===== config.mk =====
export PLATFORM = sky130hd
export DESIGN_NAME = acc_completion_ctrl
export DESIGN_NICKNAME = d
export VERILOG_FILES = /design/src/acc_pkg.sv /design/src/acc_completion_ctrl.sv
export SDC_FILE = /design/constraint.sdc
export NUM_CORES = 2
export LEC_CHECK = 0
export BUFFER_PORTS_ARGS = -buffer_cell sky130_fd_sc_hd__buf_2
export CAP_MARGIN = 15
export CORE_MARGIN = 3
export CORE_UTILIZATION = 61
export DETAILED_ROUTE_END_ITERATION = 10
export HOLD_SLACK_MARGIN = 0.08
export PLACE_DENSITY_LB_ADDON = 0.05
export REMOVE_ABC_BUFFERS = 1
export SLEW_MARGIN = 0
export SYNTH_ARGS = -nofsm -noshare
export SYNTH_HDL_FRONTEND = slang
export SYNTH_SLANG_ARGS = --single-unit

===== constraint.sdc =====
create_clock -name clk_in -period 31.9 [get_ports clk_in]
set_input_delay 3.19 -clock clk_in [delete_from_list [all_inputs] [get_ports clk_in]]
set_output_delay 3.19 -clock clk_in [all_outputs]
set_load 0.01 [all_outputs]

===== src/acc_pkg.sv =====
// Purpose: Constants and types for the acquisition completion control block
// Assumes: 32-bit register port, byte addresses on word boundaries
// Notes: Bandwidth limit and bucket count are plain defaults

package acc_pkg;

   // ****************************************
   // Register port
   // ****************************************
   localparam int ADDR_W = 8;
   localparam int DATA_W = 32;
   localparam logic [7:0] REG_CTRL = 8'h00;
   localparam logic [7:0] REG_AVG_COUNT = 8'h04;
   localparam logic [7:0] REG_COMPLETE = 8'h08;
   localparam logic [7:0] REG_BANDWIDTH = 8'h0C;
   localparam logic [7:0] REG_COMMAND = 8'h10;
   localparam logic [7:0] REG_STATUS = 8'h14;
   localparam logic [7:0] REG_QUERY = 8'h18;
   localparam logic [7:0] REG_RESPONSE = 8'h1C;

   // ****************************************
   // Field positions
   // ****************************************
   localparam int CTRL_AVG_BIT = 0;
   localparam int CTRL_CSTATE_BIT = 1;
   localparam int CTRL_ETIME_BIT = 2;
   localparam int CMD_DEFAULT_BIT = 0;
   localparam int CMD_AUTOSCALE_BIT = 1;
   localparam int CMD_START_BIT = 2;
   localparam int BW_GHZ_LSB = 8;
   localparam int QRY_HDR_BIT = 2;
   localparam int RESP_VALID_BIT = 8;
   localparam int ST_COMPLETE_BIT = 0;
   localparam int ST_RUN_BIT = 1;
   localparam int ST_EFF_CSTATE_BIT = 2;
   localparam int ST_BYPASS_BIT = 3;
   localparam int ST_FULL_LSB = 8;
   localparam int ST_BW_LSB = 16;

   // ****************************************
   // Value ranges and reset values
   // ****************************************
   localparam int CNT_W = 16;
   localparam logic [15:0] AVG_MIN = 16'h0002;
   localparam logic [15:0] AVG_MAX = 16'hFFFE;
   localparam logic [15:0] AVG_RST = 16'h0010;
   localparam logic [15:0] ONE_HIT = 16'h0001;
   localparam logic [6:0] PCT_MAX = 7'h64;
   localparam logic [6:0] PCT_RST = 7'h5A;
   localparam logic [6:0] PCT_AUTOSCALE = 7'h64;
   localparam logic [6:0] PCT_ZERO = 7'h00;
   localparam logic [15:0] PCT_SCALE = 16'h0064;
   localparam logic [7:0] BW_MAX_GHZ = 8'h10;
   localparam logic [7:0] BW_MIN_GHZ = 8'h01;

   // ****************************************
   // Time buckets
   // ****************************************
   localparam int BKT_W = 6;
   localparam int NUM_BUCKETS = 64;
   localparam logic [15:0] NUM_BUCKETS16 = 16'h0040;

   // ****************************************
   // Query responses
   // ****************************************
   localparam int RESP_BYTES = 24;
   localparam int RESP_LEN_W = 5;
   localparam logic [7:0] CHAR_NL = 8'h0A;
   localparam logic [7:0] CHAR_ZERO = 8'h30;
   localparam logic [127:0] HDR_COUNT = ":ACQ:COUN ";
   localparam logic [127:0] HDR_COMPLETE = ":ACQ:COMP ";
   localparam logic [127:0] HDR_CSTATE = ":ACQ:COMP:STAT ";
   localparam logic [127:0] HDR_BAND = ":ACQ:BAND ";
   localparam logic [4:0] HDR_COUNT_LEN = 5'h0A;
   localparam logic [4:0] HDR_COMPLETE_LEN = 5'h0A;
   localparam logic [4:0] HDR_CSTATE_LEN = 5'h0F;
   localparam logic [4:0] HDR_BAND_LEN = 5'h0A;

   // ****************************************
   // Types
   // ****************************************
   typedef enum logic [1:0] {
      BW_AUTO = 2'h0,
      BW_MAX = 2'h1,
      BW_FIXED = 2'h2
   } acc_bw_mode_t;

   typedef enum logic [1:0] {
      Q_COUNT = 2'h0,
      Q_COMPLETE = 2'h1,
      Q_CSTATE = 2'h2,
      Q_BAND = 2'h3
   } acc_qitem_t;

   typedef enum logic [2:0] {
      ST_IDLE = 3'b001,
      ST_RUN = 3'b010,
      ST_DONE = 3'b100
   } acc_state_t;

endpackage : acc_pkg


===== src/acc_completion_ctrl.sv =====
// Purpose: Averaging count, bandwidth and acquisition completion control
// Assumes: Inputs synchronous to clk_in; one sample hit per cycle at most
// Notes: Query text is pulled a byte at a time from the response register
//
// The register offsets and the plain strobed port were chosen for this implementation.

`timescale 1ns/10ps

// Overview of operation
// - Averaging count accepts only 2 through 65534; others are ignored.
// - With averaging, each bucket collects the configured count before it counts as done.
// - Count query reports the selected count as a decimal integer.
// - Automatic bandwidth follows the sample rate setting.
// - Maximum bandwidth bypasses the filter at the hardware limit.
// - Fixed bandwidth runs from the maximum down to 1 GHz in 1 GHz steps.
// - Completion percentage is an integer 0 through 100 of full buckets.
// - Averaging off: one sample makes a bucket full.
// - Averaging on: a bucket is full after count hits.
// - Real-time: without averaging each trigger refills the record; completion acts as 100 percent.
// - At 100 percent every bucket must hold data before completion.
// - At 0 percent one acquisition cycle completes the acquisition.
// - Default setup loads 90 percent; autoscale loads 100 percent.
// - Completion-mode enable is a 1 or 0 bit that can be read back.
// - Completion-mode enable matters only in equivalent time without digitize.
// - Digitize forces completion mode on while it runs.
// - Completion mode off: measure every cycle, record kept and overwritten.
// - A cycle that adds no points is handled without fault.
module acc_completion_ctrl
(
   // Clock and reset
   input wire logic clk_in,
   input wire logic srst_in,
   // Register port
   input wire logic [acc_pkg::ADDR_W-1:0] reg_addr_in,
   input wire logic [acc_pkg::DATA_W-1:0] reg_wdata_in,
   input wire logic reg_wr_in,
   input wire logic reg_rd_in,
   output logic [acc_pkg::DATA_W-1:0] reg_rdata_out,
   // Acquisition events
   input wire logic digitize_in,
   input wire logic trigger_in,
   input wire logic cycle_end_in,
   input wire logic sample_valid_in,
   input wire logic [acc_pkg::BKT_W-1:0] sample_bucket_in,
   input wire logic [7:0] srate_gsps_in,
   // Status and filter control
   output logic complete_out,
   output logic measure_out,
   output logic filter_bypass_out,
   output logic [7:0] filter_bw_ghz_out
);
   import acc_pkg::*;

   // ****************************************
   // Settings
   // ****************************************
   logic averaging_enable_q;
   logic cstate_q;
   logic etime_q;
   logic [CNT_W-1:0] avg_count_q;
   logic [6:0] pct_q;
   acc_bw_mode_t bw_mode_q;
   logic [7:0] bw_ghz_q;
   logic [DATA_W-1:0] reg_rdata_q;
   logic wr_ctrl;
   logic wr_cmd;
   logic start;

   assign wr_ctrl = reg_wr_in && (reg_addr_in == REG_CTRL);
   assign wr_cmd = reg_wr_in && (reg_addr_in == REG_COMMAND);
   assign start = wr_cmd && reg_wdata_in[CMD_START_BIT];

   always_ff @(posedge clk_in)
   begin
      if (srst_in)
      begin
         averaging_enable_q <= 1'b0;
         cstate_q <= 1'b1;
         etime_q <= 1'b0;
      end
      else if (wr_ctrl)
      begin
         averaging_enable_q <= reg_wdata_in[CTRL_AVG_BIT];
         cstate_q <= reg_wdata_in[CTRL_CSTATE_BIT];
         etime_q <= reg_wdata_in[CTRL_ETIME_BIT];
      end
   end

   always_ff @(posedge clk_in)
   begin
      if (srst_in)
      begin
         avg_count_q <= AVG_RST;
      end
      else if (reg_wr_in && (reg_addr_in == REG_AVG_COUNT) &&
               (reg_wdata_in[CNT_W-1:0] >= AVG_MIN) &&
               (reg_wdata_in[CNT_W-1:0] <= AVG_MAX) &&
               (reg_wdata_in[DATA_W-1:CNT_W] == '0))
      begin
         avg_count_q <= reg_wdata_in[CNT_W-1:0];
      end
   end

   always_ff @(posedge clk_in)
   begin
      if (srst_in)
      begin
         pct_q <= PCT_RST;
      end
      else if (wr_cmd && reg_wdata_in[CMD_AUTOSCALE_BIT])
      begin
         pct_q <= PCT_AUTOSCALE;
      end
      else if (wr_cmd && reg_wdata_in[CMD_DEFAULT_BIT])
      begin
         pct_q <= PCT_RST;
      end
      else if (reg_wr_in && (reg_addr_in == REG_COMPLETE) &&
               (reg_wdata_in[DATA_W-1:7] == '0) && (reg_wdata_in[6:0] <= PCT_MAX))
      begin
         pct_q <= reg_wdata_in[6:0];
      end
   end

   always_ff @(posedge clk_in)
   begin
      if (srst_in)
      begin
         bw_mode_q <= BW_AUTO;
         bw_ghz_q <= BW_MAX_GHZ;
      end
      else if (reg_wr_in && (reg_addr_in == REG_BANDWIDTH))
      begin
         if (reg_wdata_in[1:0] == BW_FIXED)
         begin
            if ((reg_wdata_in[BW_GHZ_LSB +: 8] >= BW_MIN_GHZ) &&
                (reg_wdata_in[BW_GHZ_LSB +: 8] <= BW_MAX_GHZ))
            begin
               bw_mode_q <= BW_FIXED;
               bw_ghz_q <= reg_wdata_in[BW_GHZ_LSB +: 8];
            end
         end
         else if (reg_wdata_in[1:0] == BW_MAX)
         begin
            bw_mode_q <= BW_MAX;
         end
         else if (reg_wdata_in[1:0] == BW_AUTO)
         begin
            bw_mode_q <= BW_AUTO;
         end
      end
   end

   // ****************************************
   // Bandwidth filter
   // ****************************************
   logic [7:0] auto_ghz;
   logic [7:0] bw_eff;

   always_comb
   begin
      auto_ghz = {1'b0, srate_gsps_in[7:1]};
      if (auto_ghz < BW_MIN_GHZ)
      begin
         auto_ghz = BW_MIN_GHZ;
      end
      else if (auto_ghz > BW_MAX_GHZ)
      begin
         auto_ghz = BW_MAX_GHZ;
      end
      case (bw_mode_q)
         BW_AUTO: bw_eff = auto_ghz;
         BW_MAX: bw_eff = BW_MAX_GHZ;
         BW_FIXED: bw_eff = bw_ghz_q;
         default: bw_eff = BW_MAX_GHZ;
      endcase
   end

   always_ff @(posedge clk_in)
   begin
      if (srst_in)
      begin
         filter_bypass_out <= 1'b0;
         filter_bw_ghz_out <= BW_MAX_GHZ;
      end
      else
      begin
         filter_bypass_out <= (bw_mode_q == BW_MAX);
         filter_bw_ghz_out <= bw_eff;
      end
   end

   // ****************************************
   // Effective completion settings
   // ****************************************
   logic eff_cstate;
   logic [6:0] eff_pct;
   logic [CNT_W-1:0] target;

   // Real time always behaves as full completion
   assign eff_cstate = digitize_in || !etime_q || cstate_q;
   assign eff_pct = etime_q ? pct_q : PCT_MAX;
   assign target = averaging_enable_q ? avg_count_q : ONE_HIT;

   // ****************************************
   // Time bucket fill tracking
   // ****************************************
   acc_state_t state_q;
   logic [CNT_W-1:0] hits_q [0:NUM_BUCKETS-1];
   logic [BKT_W:0] full_cnt_q;
   logic clear_rec;
   logic [CNT_W-1:0] hit_cur;
   logic met;

   // Real-time without averaging: each trigger replaces the record
   assign clear_rec = start ||
                      (!etime_q && !averaging_enable_q && trigger_in);
   assign hit_cur = hits_q[sample_bucket_in];
   assign met = ({9'h000, full_cnt_q} * PCT_SCALE) >=
                ({9'h000, eff_pct} * NUM_BUCKETS16);

   always_ff @(posedge clk_in)
   begin
      if (srst_in || clear_rec)
      begin
         for (int i = 0; i < NUM_BUCKETS; i++)
         begin
            hits_q[i] <= '0;
         end
         full_cnt_q <= '0;
      end
      else if (sample_valid_in && (state_q == ST_RUN) && (hit_cur < target))
      begin
         hits_q[sample_bucket_in] <= hit_cur + ONE_HIT;
         if ((hit_cur + ONE_HIT) == target)
         begin
            full_cnt_q <= full_cnt_q + 1'b1;
         end
      end
   end

   // ****************************************
   // Acquisition sequencing
   // ****************************************
   always_ff @(posedge clk_in)
   begin
      if (srst_in)
      begin
         state_q <= ST_IDLE;
         complete_out <= 1'b0;
         measure_out <= 1'b0;
      end
      else
      begin
         measure_out <= 1'b0;
         if (start)
         begin
            state_q <= ST_RUN;
            complete_out <= 1'b0;
         end
         else
         begin
            case (state_q)
               ST_IDLE:
               begin
                  state_q <= ST_IDLE;
               end
               ST_RUN:
               begin
                  // Cycle end may carry no new points at all
                  if (cycle_end_in)
                  begin
                     if (!eff_cstate)
                     begin
                        measure_out <= 1'b1;
                     end
                     else if ((eff_pct == PCT_ZERO) || met)
                     begin
                        measure_out <= 1'b1;
                        complete_out <= 1'b1;
                        state_q <= ST_DONE;
                     end
                  end
               end
               ST_DONE:
               begin
                  state_q <= ST_DONE;
               end
               default:
               begin
                  state_q <= ST_IDLE;
               end
            endcase
         end
      end
   end

   // ****************************************
   // Query text builder
   // ****************************************
   function automatic logic [19:0] to_bcd(input logic [15:0] bin);
      logic [19:0] bcd;
      bcd = '0;
      for (int i = 15; i >= 0; i--)
      begin
         for (int d = 0; d < 5; d++)
         begin
            if (bcd[d*4 +: 4] > 4'h4)
            begin
               bcd[d*4 +: 4] = bcd[d*4 +: 4] + 4'h3;
            end
         end
         bcd = {bcd[18:0], bin[i]};
      end
      return bcd;
   endfunction : to_bcd

   logic [RESP_BYTES*8-1:0] resp_q;
   logic [RESP_BYTES*8-1:0] resp_d;
   logic [RESP_LEN_W-1:0] resp_len_q;
   logic [RESP_LEN_W-1:0] resp_len_d;
   logic [RESP_LEN_W-1:0] resp_pos_q;
   logic [15:0] q_value;
   logic [127:0] q_hdr;
   logic [4:0] q_hdr_len;
   logic [19:0] q_bcd;
   logic q_started;
   logic wr_query;
   logic rd_resp;
   logic resp_avail;

   assign wr_query = reg_wr_in && (reg_addr_in == REG_QUERY);
   assign rd_resp = reg_rd_in && (reg_addr_in == REG_RESPONSE);
   assign resp_avail = resp_pos_q < resp_len_q;

   always_comb
   begin
      case (reg_wdata_in[1:0])
         Q_COUNT:
         begin
            q_value = avg_count_q;
            q_hdr = HDR_COUNT;
            q_hdr_len = HDR_COUNT_LEN;
         end
         Q_COMPLETE:
         begin
            q_value = {9'h000, pct_q};
            q_hdr = HDR_COMPLETE;
            q_hdr_len = HDR_COMPLETE_LEN;
         end
         Q_CSTATE:
         begin
            q_value = {15'h0000, cstate_q};
            q_hdr = HDR_CSTATE;
            q_hdr_len = HDR_CSTATE_LEN;
         end
         default:
         begin
            q_value = {8'h00, bw_eff};
            q_hdr = HDR_BAND;
            q_hdr_len = HDR_BAND_LEN;
         end
      endcase
      q_bcd = to_bcd(q_value);
      resp_d = '0;
      resp_len_d = '0;
      q_started = 1'b0;
      if (reg_wdata_in[QRY_HDR_BIT])
      begin
         for (int i = 0; i < 16; i++)
         begin
            if (5'(i) < q_hdr_len)
            begin
               resp_d[resp_len_d*8 +: 8] = q_hdr[(q_hdr_len - 5'(i) - 5'h01)*8 +: 8];
               resp_len_d = resp_len_d + 1'b1;
            end
         end
      end
      // Decimal digits without leading zeros
      for (int d = 4; d >= 0; d--)
      begin
         if (q_started || (q_bcd[d*4 +: 4] != 4'h0) || (d == 0))
         begin
            q_started = 1'b1;
            resp_d[resp_len_d*8 +: 8] = CHAR_ZERO + {4'h0, q_bcd[d*4 +: 4]};
            resp_len_d = resp_len_d + 1'b1;
         end
      end
      resp_d[resp_len_d*8 +: 8] = CHAR_NL;
      resp_len_d = resp_len_d + 1'b1;
   end

   always_ff @(posedge clk_in)
   begin
      if (srst_in)
      begin
         resp_q <= '0;
         resp_len_q <= '0;
         resp_pos_q <= '0;
      end
      else if (wr_query)
      begin
         resp_q <= resp_d;
         resp_len_q <= resp_len_d;
         resp_pos_q <= '0;
      end
      else if (rd_resp && resp_avail)
      begin
         resp_pos_q <= resp_pos_q + 1'b1;
      end
   end

   // ****************************************
   // Register read
   // ****************************************
   always_ff @(posedge clk_in)
   begin
      if (srst_in)
      begin
         reg_rdata_q <= '0;
      end
      else if (reg_rd_in)
      begin
         reg_rdata_q <= '0;
         case (reg_addr_in)
            REG_CTRL:
            begin
               reg_rdata_q[CTRL_AVG_BIT] <= averaging_enable_q;
               reg_rdata_q[CTRL_CSTATE_BIT] <= cstate_q;
               reg_rdata_q[CTRL_ETIME_BIT] <= etime_q;
            end
            REG_AVG_COUNT: reg_rdata_q[CNT_W-1:0] <= avg_count_q;
            REG_COMPLETE: reg_rdata_q[6:0] <= pct_q;
            REG_BANDWIDTH:
            begin
               reg_rdata_q[1:0] <= bw_mode_q;
               reg_rdata_q[BW_GHZ_LSB +: 8] <= bw_ghz_q;
            end
            REG_STATUS:
            begin
               reg_rdata_q[ST_COMPLETE_BIT] <= complete_out;
               reg_rdata_q[ST_RUN_BIT] <= (state_q == ST_RUN);
               reg_rdata_q[ST_EFF_CSTATE_BIT] <= eff_cstate;
               reg_rdata_q[ST_BYPASS_BIT] <= filter_bypass_out;
               reg_rdata_q[ST_FULL_LSB +: BKT_W+1] <= full_cnt_q;
               reg_rdata_q[ST_BW_LSB +: 8] <= bw_eff;
            end
            REG_RESPONSE:
            begin
               reg_rdata_q[RESP_VALID_BIT] <= resp_avail;
               reg_rdata_q[7:0] <= resp_avail ? resp_q[resp_pos_q*8 +: 8] : 8'h00;
            end
            default: reg_rdata_q <= '0;
         endcase
      end
      else
      begin
         reg_rdata_q <= '0;
      end
   end

   assign reg_rdata_out = reg_rdata_q;

endmodule : acc_completion_ctrl


### After elaboration in Yosys (flattened, before gate mapping)

Memories as Yosys holds them, arrays and structs flattened.
Index checks and enable logic that the tools add are counted.

| cells by class | value |
|---|---|
| add/subtract/negate cells | 115 |
| multiply operators | 1 |
| $lt $le $gt $ge | 61 |
| eq/ne operators | 21 |
| shift operators | 59 |
| multiplexer cells | 170 |
| bitwise logic cells | 4 |
| reductions and logical operators | 56 |

Operators by type and width:

| cell | count |
|---|---|
| 2-to-1 mux 192 bit | 34 |
| bitwise mux 192 bit | 21 |
| variable shift 8 x 34 -> 192 bit (first input constant) | 21 |
| variable part select 8 x 34 -> 192 bit | 20 |
| variable part select 128 x 33 -> 8 bit | 16 |
| negator 8 -> 34 bit | 21 |
| case mux 118 bit (3 select lines) | 1 |
| variable part select 192 x 9 -> 8 bit | 1 |
| variable part select 8 x 34 -> 192 bit (first input constant) | 1 |
| 2-to-1 mux 5 bit | 35 |
| 2-to-1 mux 4 bit | 34 |
| adder 4 x 2 -> 4 bit (second input constant) | 30 |
| > comparator 4 x 3 -> 1 bit (second input constant) | 30 |
| adder 5 x 1 -> 5 bit (second input constant) | 22 |
| subtractor 5 x 2 -> 6 bit (second input constant) | 15 |
| case mux 16 bit (3 select lines) | 1 |
| < comparator 4 x 5 -> 1 bit (first input constant) | 8 |
| subtractor 4 x 4 -> 5 bit (second input constant) | 8 |
| adder 6 x 4 -> 7 bit (first input constant) | 5 |
| equality test 8 x 5 -> 1 bit (second input constant) | 4 |
| 2-to-1 mux 16 bit | 2 |
| zero test 25 bit | 1 |
| 2-to-1 mux 6 bit | 4 |
| 2-to-1 mux 8 bit | 3 |
| 62 further kinds | 149 |

| word-level totals | value |
|---|---|
| flip-flop bits (word level) | 291 |
| RAM bits | 1024 |
| bits of input ports | 62 |
| output and inout bits | 43 |
| memories | 1 |

Memories:

| memory | depth | bits a word | rd ports | clocked after memory_dff | wr ports | line | source |
|---|---|---|---|---|---|---|---|
| hits_q | 64 | 16 | 1 | 0 | 64 | acc_completion_ctrl.sv:209 | `logic [CNT_W-1:0] hits_q [0:NUM_BUCKETS-1];` |

### Logic depth before layout (Yosys ltp)

| logic depth | value |
|---|---|
| depth in word-level cells | 62 |
| depth in mapped cells | 104 |
| mapped depth without buffers | 87 |

### Worst setup path before layout

Ideal clock, no wire load.

| timing path | value |
|---|---|
| path kind | input port to flip-flop |
| from | input port reg_wdata_in[1] (netlist bit) |
| to | register resp_q[92] |
| arrival | 23.543 ns |
| required time | 31.783 ns |
| slack | 8.239 ns |
| stages | 99 |
| path buffers | 22 |
| cell sequence | inv_1 > ha_1 > clkbuf_1 > clkbuf_1 > nand2_1 > ha_1 > inv_1 > ha_1 > buf_2 > a21boi_1 > nor2_1 > ha_1 > o21bai_1 > a21oi_1 > or2_2 > ha_1 > clkbuf_1 > inv_1 > (+63 left out) > ha_1 > clkbuf_1 > mux2i_1 > inv_2 > buf_4 > ha_1 > clkbuf_1 > clkbuf_1 > and3_1 > ha_1 > clkbuf_1 > and2_1 > buf_2 > nand2_1 > nor2b_1 > clkbuf_1 > or4_1 > a32o_1 |

| on the way | value |
|---|---|
| word-level cells in the longest chain between the ends | 62 |

RTL lines:

| item | line | source |
|---|---|---|
| start, declared | acc_completion_ctrl.sv:35 | `input wire logic [acc_pkg::DATA_W-1:0] reg_wdata_in,` |
| equality test 2 bit | acc_completion_ctrl.sv:338 | `case (reg_wdata_in[1:0])` |
| 2-to-1 mux 3 bit | acc_completion_ctrl.sv:338 |  |
| < comparator 1 x 5 -> 1 bit | acc_completion_ctrl.sv:372 | `if (5'(i) < q_hdr_len)` |
| 2-to-1 mux 1 bit | acc_completion_ctrl.sv:372 |  |
| 2-to-1 mux 5 bit | acc_completion_ctrl.sv:368 | `if (reg_wdata_in[QRY_HDR_BIT])` |
| adder 5 x 1 -> 5 bit or negator 8 -> 34 bit (tied branches) | acc_completion_ctrl.sv:375, acc_completion_ctrl.sv:374 |  |
| 2-to-1 mux 5 bit (tied with other cells) | acc_completion_ctrl.sv:372 |  |
| 2-to-1 mux 5 bit or bitwise mux 192 bit (tied branches) | acc_completion_ctrl.sv:368, acc_completion_ctrl.sv:374 |  |
| (+46 left out) | -- |  |
| adder 5 x 1 -> 5 bit (tied with other cells) | acc_completion_ctrl.sv:386 | `resp_len_d = resp_len_d + 1'b1;` |
| 2-to-1 mux 5 bit (tied with other cells) | acc_completion_ctrl.sv:382 | `if (q_started \|\| (q_bcd[d*4 +: 4] != 4'h0) \|\| (d == 0))` |
| adder 5 x 1 -> 5 bit (tied with other cells) | acc_completion_ctrl.sv:386 |  |
| 2-to-1 mux 5 bit (tied with other cells) | acc_completion_ctrl.sv:382 |  |
| adder 5 x 1 -> 5 bit (tied with other cells) | acc_completion_ctrl.sv:386 |  |
| negator 8 -> 34 bit (tied with other cells) | acc_completion_ctrl.sv:389 | `resp_d[resp_len_d*8 +: 8] = CHAR_NL;` |
| variable part select 8 x 34 -> 192 bit (tied with other cells) | acc_completion_ctrl.sv:389 |  |
| bitwise mux 192 bit (*) | acc_completion_ctrl.sv:389 |  |
| end signal, assigned | acc_completion_ctrl.sv:403 | `resp_q <= resp_d;` |
| end, declared | acc_completion_ctrl.sv:318 | `logic [RESP_BYTES*8-1:0] resp_q;` |

Mark *: on every way between the ends. The rest lies on a longest branch, timed or not. The select of a mux whose other input is x is not followed.
A chain may end at the register's enable or synchronous reset.

### Final worst setup path

| timing path | value |
|---|---|
| from | input port reg_wdata_in[1] (netlist bit) |
| to | register resp_q[176] |

The elaborated chain is that of the path after synthesis.

==> impl_metrics.toml <==
[finish]
final-seq-area_sq_um = 35500
fin_nets = 6527
fillers = 8524
synthToLayoutAreaGrowth_pct = 8.318
multi_input_area_sq_um = 29620
drive_above_1_share = 0.1016
utilization = 0.6677

[clock_tree]
cts_made_buffers = 132
cts_setup_buffers = 0
cts_root_buf = "clkbuf_16"
htreeDepth = 4
cts.sinks = 1261
clk_latency_ps = 770
hold_buffers = 0
cts.reportedPaths.clkPinSlew_ps = 60
cts_tree = "built"
cts-resized-gates = 0
cts_buffer_depth = 3

[floorplan]
initial_core_util = 0.6164
chipHeight_um = 338.3
io_pins = 105
coreArea_sq_um = 109300
dieArea_sq_um = 114500
rows = 121
die_w_um = 338.3

[logic_synthesis]
synthesis.instances = 6524
synth_top_area_share = 0.4564
ys_ff_latch = 1261
synth_cell_types = 126
ys_top_cells_by_area = "edfxtp_1 (46%), nor2_1 (7.1%), dfxtp_1 (7.0%)"
async_reset_ff_frac = 0
yosysWarnings = 0
synth_edf_count = 1024
yosysTopAreaCell = "edfxtp_1"
syn_area_per_cell_sq_um = 10.33
ys_seq_area_frac = 0.5268
syn_area_sq_um = 67380
ys.flop_type = "edfxtp_1"
yosysMostFrequentCell = "nor2_1"
synthTopCellsByCount = "nor2_1 (1275), edfxtp_1 (1024), nand2_1 (451), a22oi_1 (377), clkbuf_1 (365)"

[routing]
drt-pass1-iter-count = 9
route.detailed.drc = 0
drt_iter0_markers = 9260
totalWireLength_mm = 238.0
vias = 56422
drtAntennaViolNets = 0
vias_per_cell = 7.122
routedWlPerCell_um = 30.05

[critical_path]
r2r_end = "resp_q[176]$_SDFFE_PP0P_"
critPathCaptureType = "flip-flop"
critPathLaunchType = "input port"
r2r_cells = 88
cpMostUsedCell = "ha_1"
criticalPathCategory = "input port to flip-flop"
slowest_delay_ps = 880
ff2ff_setup_slack_ps = 7820
r2r_start = "avg_count_q[14]$_SDFFE_PP0P_"
cp_max_fo = 24
worstPathArrival_ps = 27700
worstPathRequired_ps = 32590
critPathSlowestCell = "ha_1"

[global_routing]
met3_usage = 0.1086
overflow = 0
grt_pass1_wl_mm = 348.8
grtUsageTotal = 0.4044
grt_pass1_vias = 53050
use_met1 = 0.5733
grt_max_degree = 103
met2_usage = 0.5885
grt-busiest-layer = "met2"
antenna_found_initial = 13

[min_path]
hold_end = "resp_q[173]$_SDFFE_PP0P_"
min_path_cells = 1
min_from = "resp_q[173]$_SDFFE_PP0P_"
hp-class = "flip-flop to flip-flop"

[status]
status = "finished clean"

[timing]
period_share = 0.8466
rsz0062_at_grt = "false"
final.setup.worst_slack_ps = 4894
setup_violations = 0
finalSetupTns_ps = 0
worst_pin_slew_ps = 1400
fmax_mhz = 37.03
timing.hold.ws_ps = 453.7
finalHoldViolCount = 0
relSlewSlack = 0.05912
finalCriticalPeriod_ps = 27010
finalClockSkew_ps = 59.07
report.final.slew_viol_count = 0

[place]
hpwlAfterDp_mm = 155.2
place.gp.congestion = 1.053
place_ws_ps = 4734
portBuffers = 95

[flow_run]
cap_viol_max_count = 0

[pwr]
clock_power_share = 0.380
p_switching_w = 0.001126
peakVddDrop_uv = 80.83
p_int_w = 0.002779
comb_power_share = 0.148
swShare = 0.2883
p_leak_nw = 26.65
power_density_nw_per_um2 = 53.50
seq_power_share = 0.472
==> cell families after synthesis <==
family,after synthesis,share of synthesized area
other,1,0.00005566
multiplexers,335,0.05826
AND/OR/NAND/NOR,2510,0.1698
XOR/XNOR,91,0.01265
flip-flops,1261,0.5268
buffers and inverters,658,0.03811
AO/OA/AOI/OAI,1537,0.1698
adder cells (fa/ha/maj),131,0.02451
==> how the worst max path moves through the flow <==
| stage | start | end | slack (ps) |
|---|---|---|---|
| floorplan | reg_wdata_in[1] | resp_q[144]$_SDFFE_PP0P_ | 8950 |
| global placement | reg_wdata_in[1] | resp_q[14]$_SDFFE_PP0P_ | 5100 |
| detailed placement | reg_wdata_in[1] | resp_q[14]$_SDFFE_PP0P_ | 4730 |
| CTS | reg_wdata_in[1] | resp_q[176]$_SDFFE_PP0P_ | 5460 |
| global route | reg_wdata_in[1] | resp_q[176]$_SDFFE_PP0P_ | 2700 |
| finish | reg_wdata_in[1] | resp_q[176]$_SDFFE_PP0P_ | 4890 |
==> placed cells by master, fill, tap and decap left out, types with 44 or more instances in the layout <==
cell / n
o21ai_0: 147
dfxtp_1: 235
nor4_1: 44
a21oi_1: 178
xnor2_1: 49
nor2_1: 1269
nand3_1: 141
buf_2: 95
a221oi_1: 96
mux2_2: 71
a22oi_1: 377
a32o_1: 56
mux2i_1: 221
clkbuf_16: 134
nand2_1: 451
inv_1: 103
buf_4: 113
and3_1: 76
ha_1: 128
nor3_1: 99
a31oi_1: 146
nand4_1: 117
a22o_1: 125
edfxtp_1: 1024
and2_1: 55
==> metal layers <==
| layer | wire [um] | vias up |
|---|---|---|
| met1 | 91000 | 27308 |
| li1 | - | 24192 |
| met3 | 33620 | 655 |
| met2 | 101900 | 4259 |
| met5 | 313 | - |
| met4 | 11180 | 8 |
==> through the flow <==
stage / total power (W) / cells / instance area [sq um]
finish: 0.003904 / 7922 / 72980
global route: 0.003987 / 7916 / 72970
CTS: 0.003874 / 7907 / 72930
detailed placement: 0.002426 / 7674 / 68790
global placement: 0.002419 / 7674 / 68790
floorplan: 0.002185 / 5987 / 65260
==> power groups by stage <==
stage / registers (W) / logic (W) / clock network, W
final: 0.00184 / 0.000578 / 0.00148
after global routing: 0.00185 / 0.000593 / 0.00155
after CTS: 0.00184 / 0.000551 / 0.00148
after detailed placement: 0.00188 / 0.000549 / 0
after global placement: 0.00187 / 0.000545 / 0
after floorplan: 0.00187 / 0.000313 / 0
==> sequential cells by signal (all words and copies together), names as in the netlist, 2 cells and up <==
signal             flops
avg_count_q           16
resp_len_q             5
state_q                3
bw_mode_q              2
bw_ghz_q               8
resp_q               146
hits_q              1024
full_cnt_q             7
filter_bw_ghz_out      8
pct_q                  7
resp_pos_q             5
reg_rdata_out         24
==> critical path, delay by kind of cell <==
family	cells	cell delay [ps]
simple gates	20	3590
compound gates	28	7160
fa+ha+maj	19	8100
mux	4	1610
buf+inv	16	2820
xor+xnor	4	1170
==> layout make-up <==
| class | instances | area share |
|---|---|---|
| Sequential cell | 1261 | 0.4864 |
| Multi-Input combinational cell | 4612 | 0.4059 |
| Clock buffer | 180 | 0.04924 |
| Tap cell | 1476 | 0.02531 |
| Timing Repair Buffer | 214 | 0.01941 |
| Clock inverter | 53 | 0.007509 |
| Inverter | 114 | 0.005863 |
| Antenna cell | 12 | 0.0004115 |
Power figures use the tool's default switching activity.
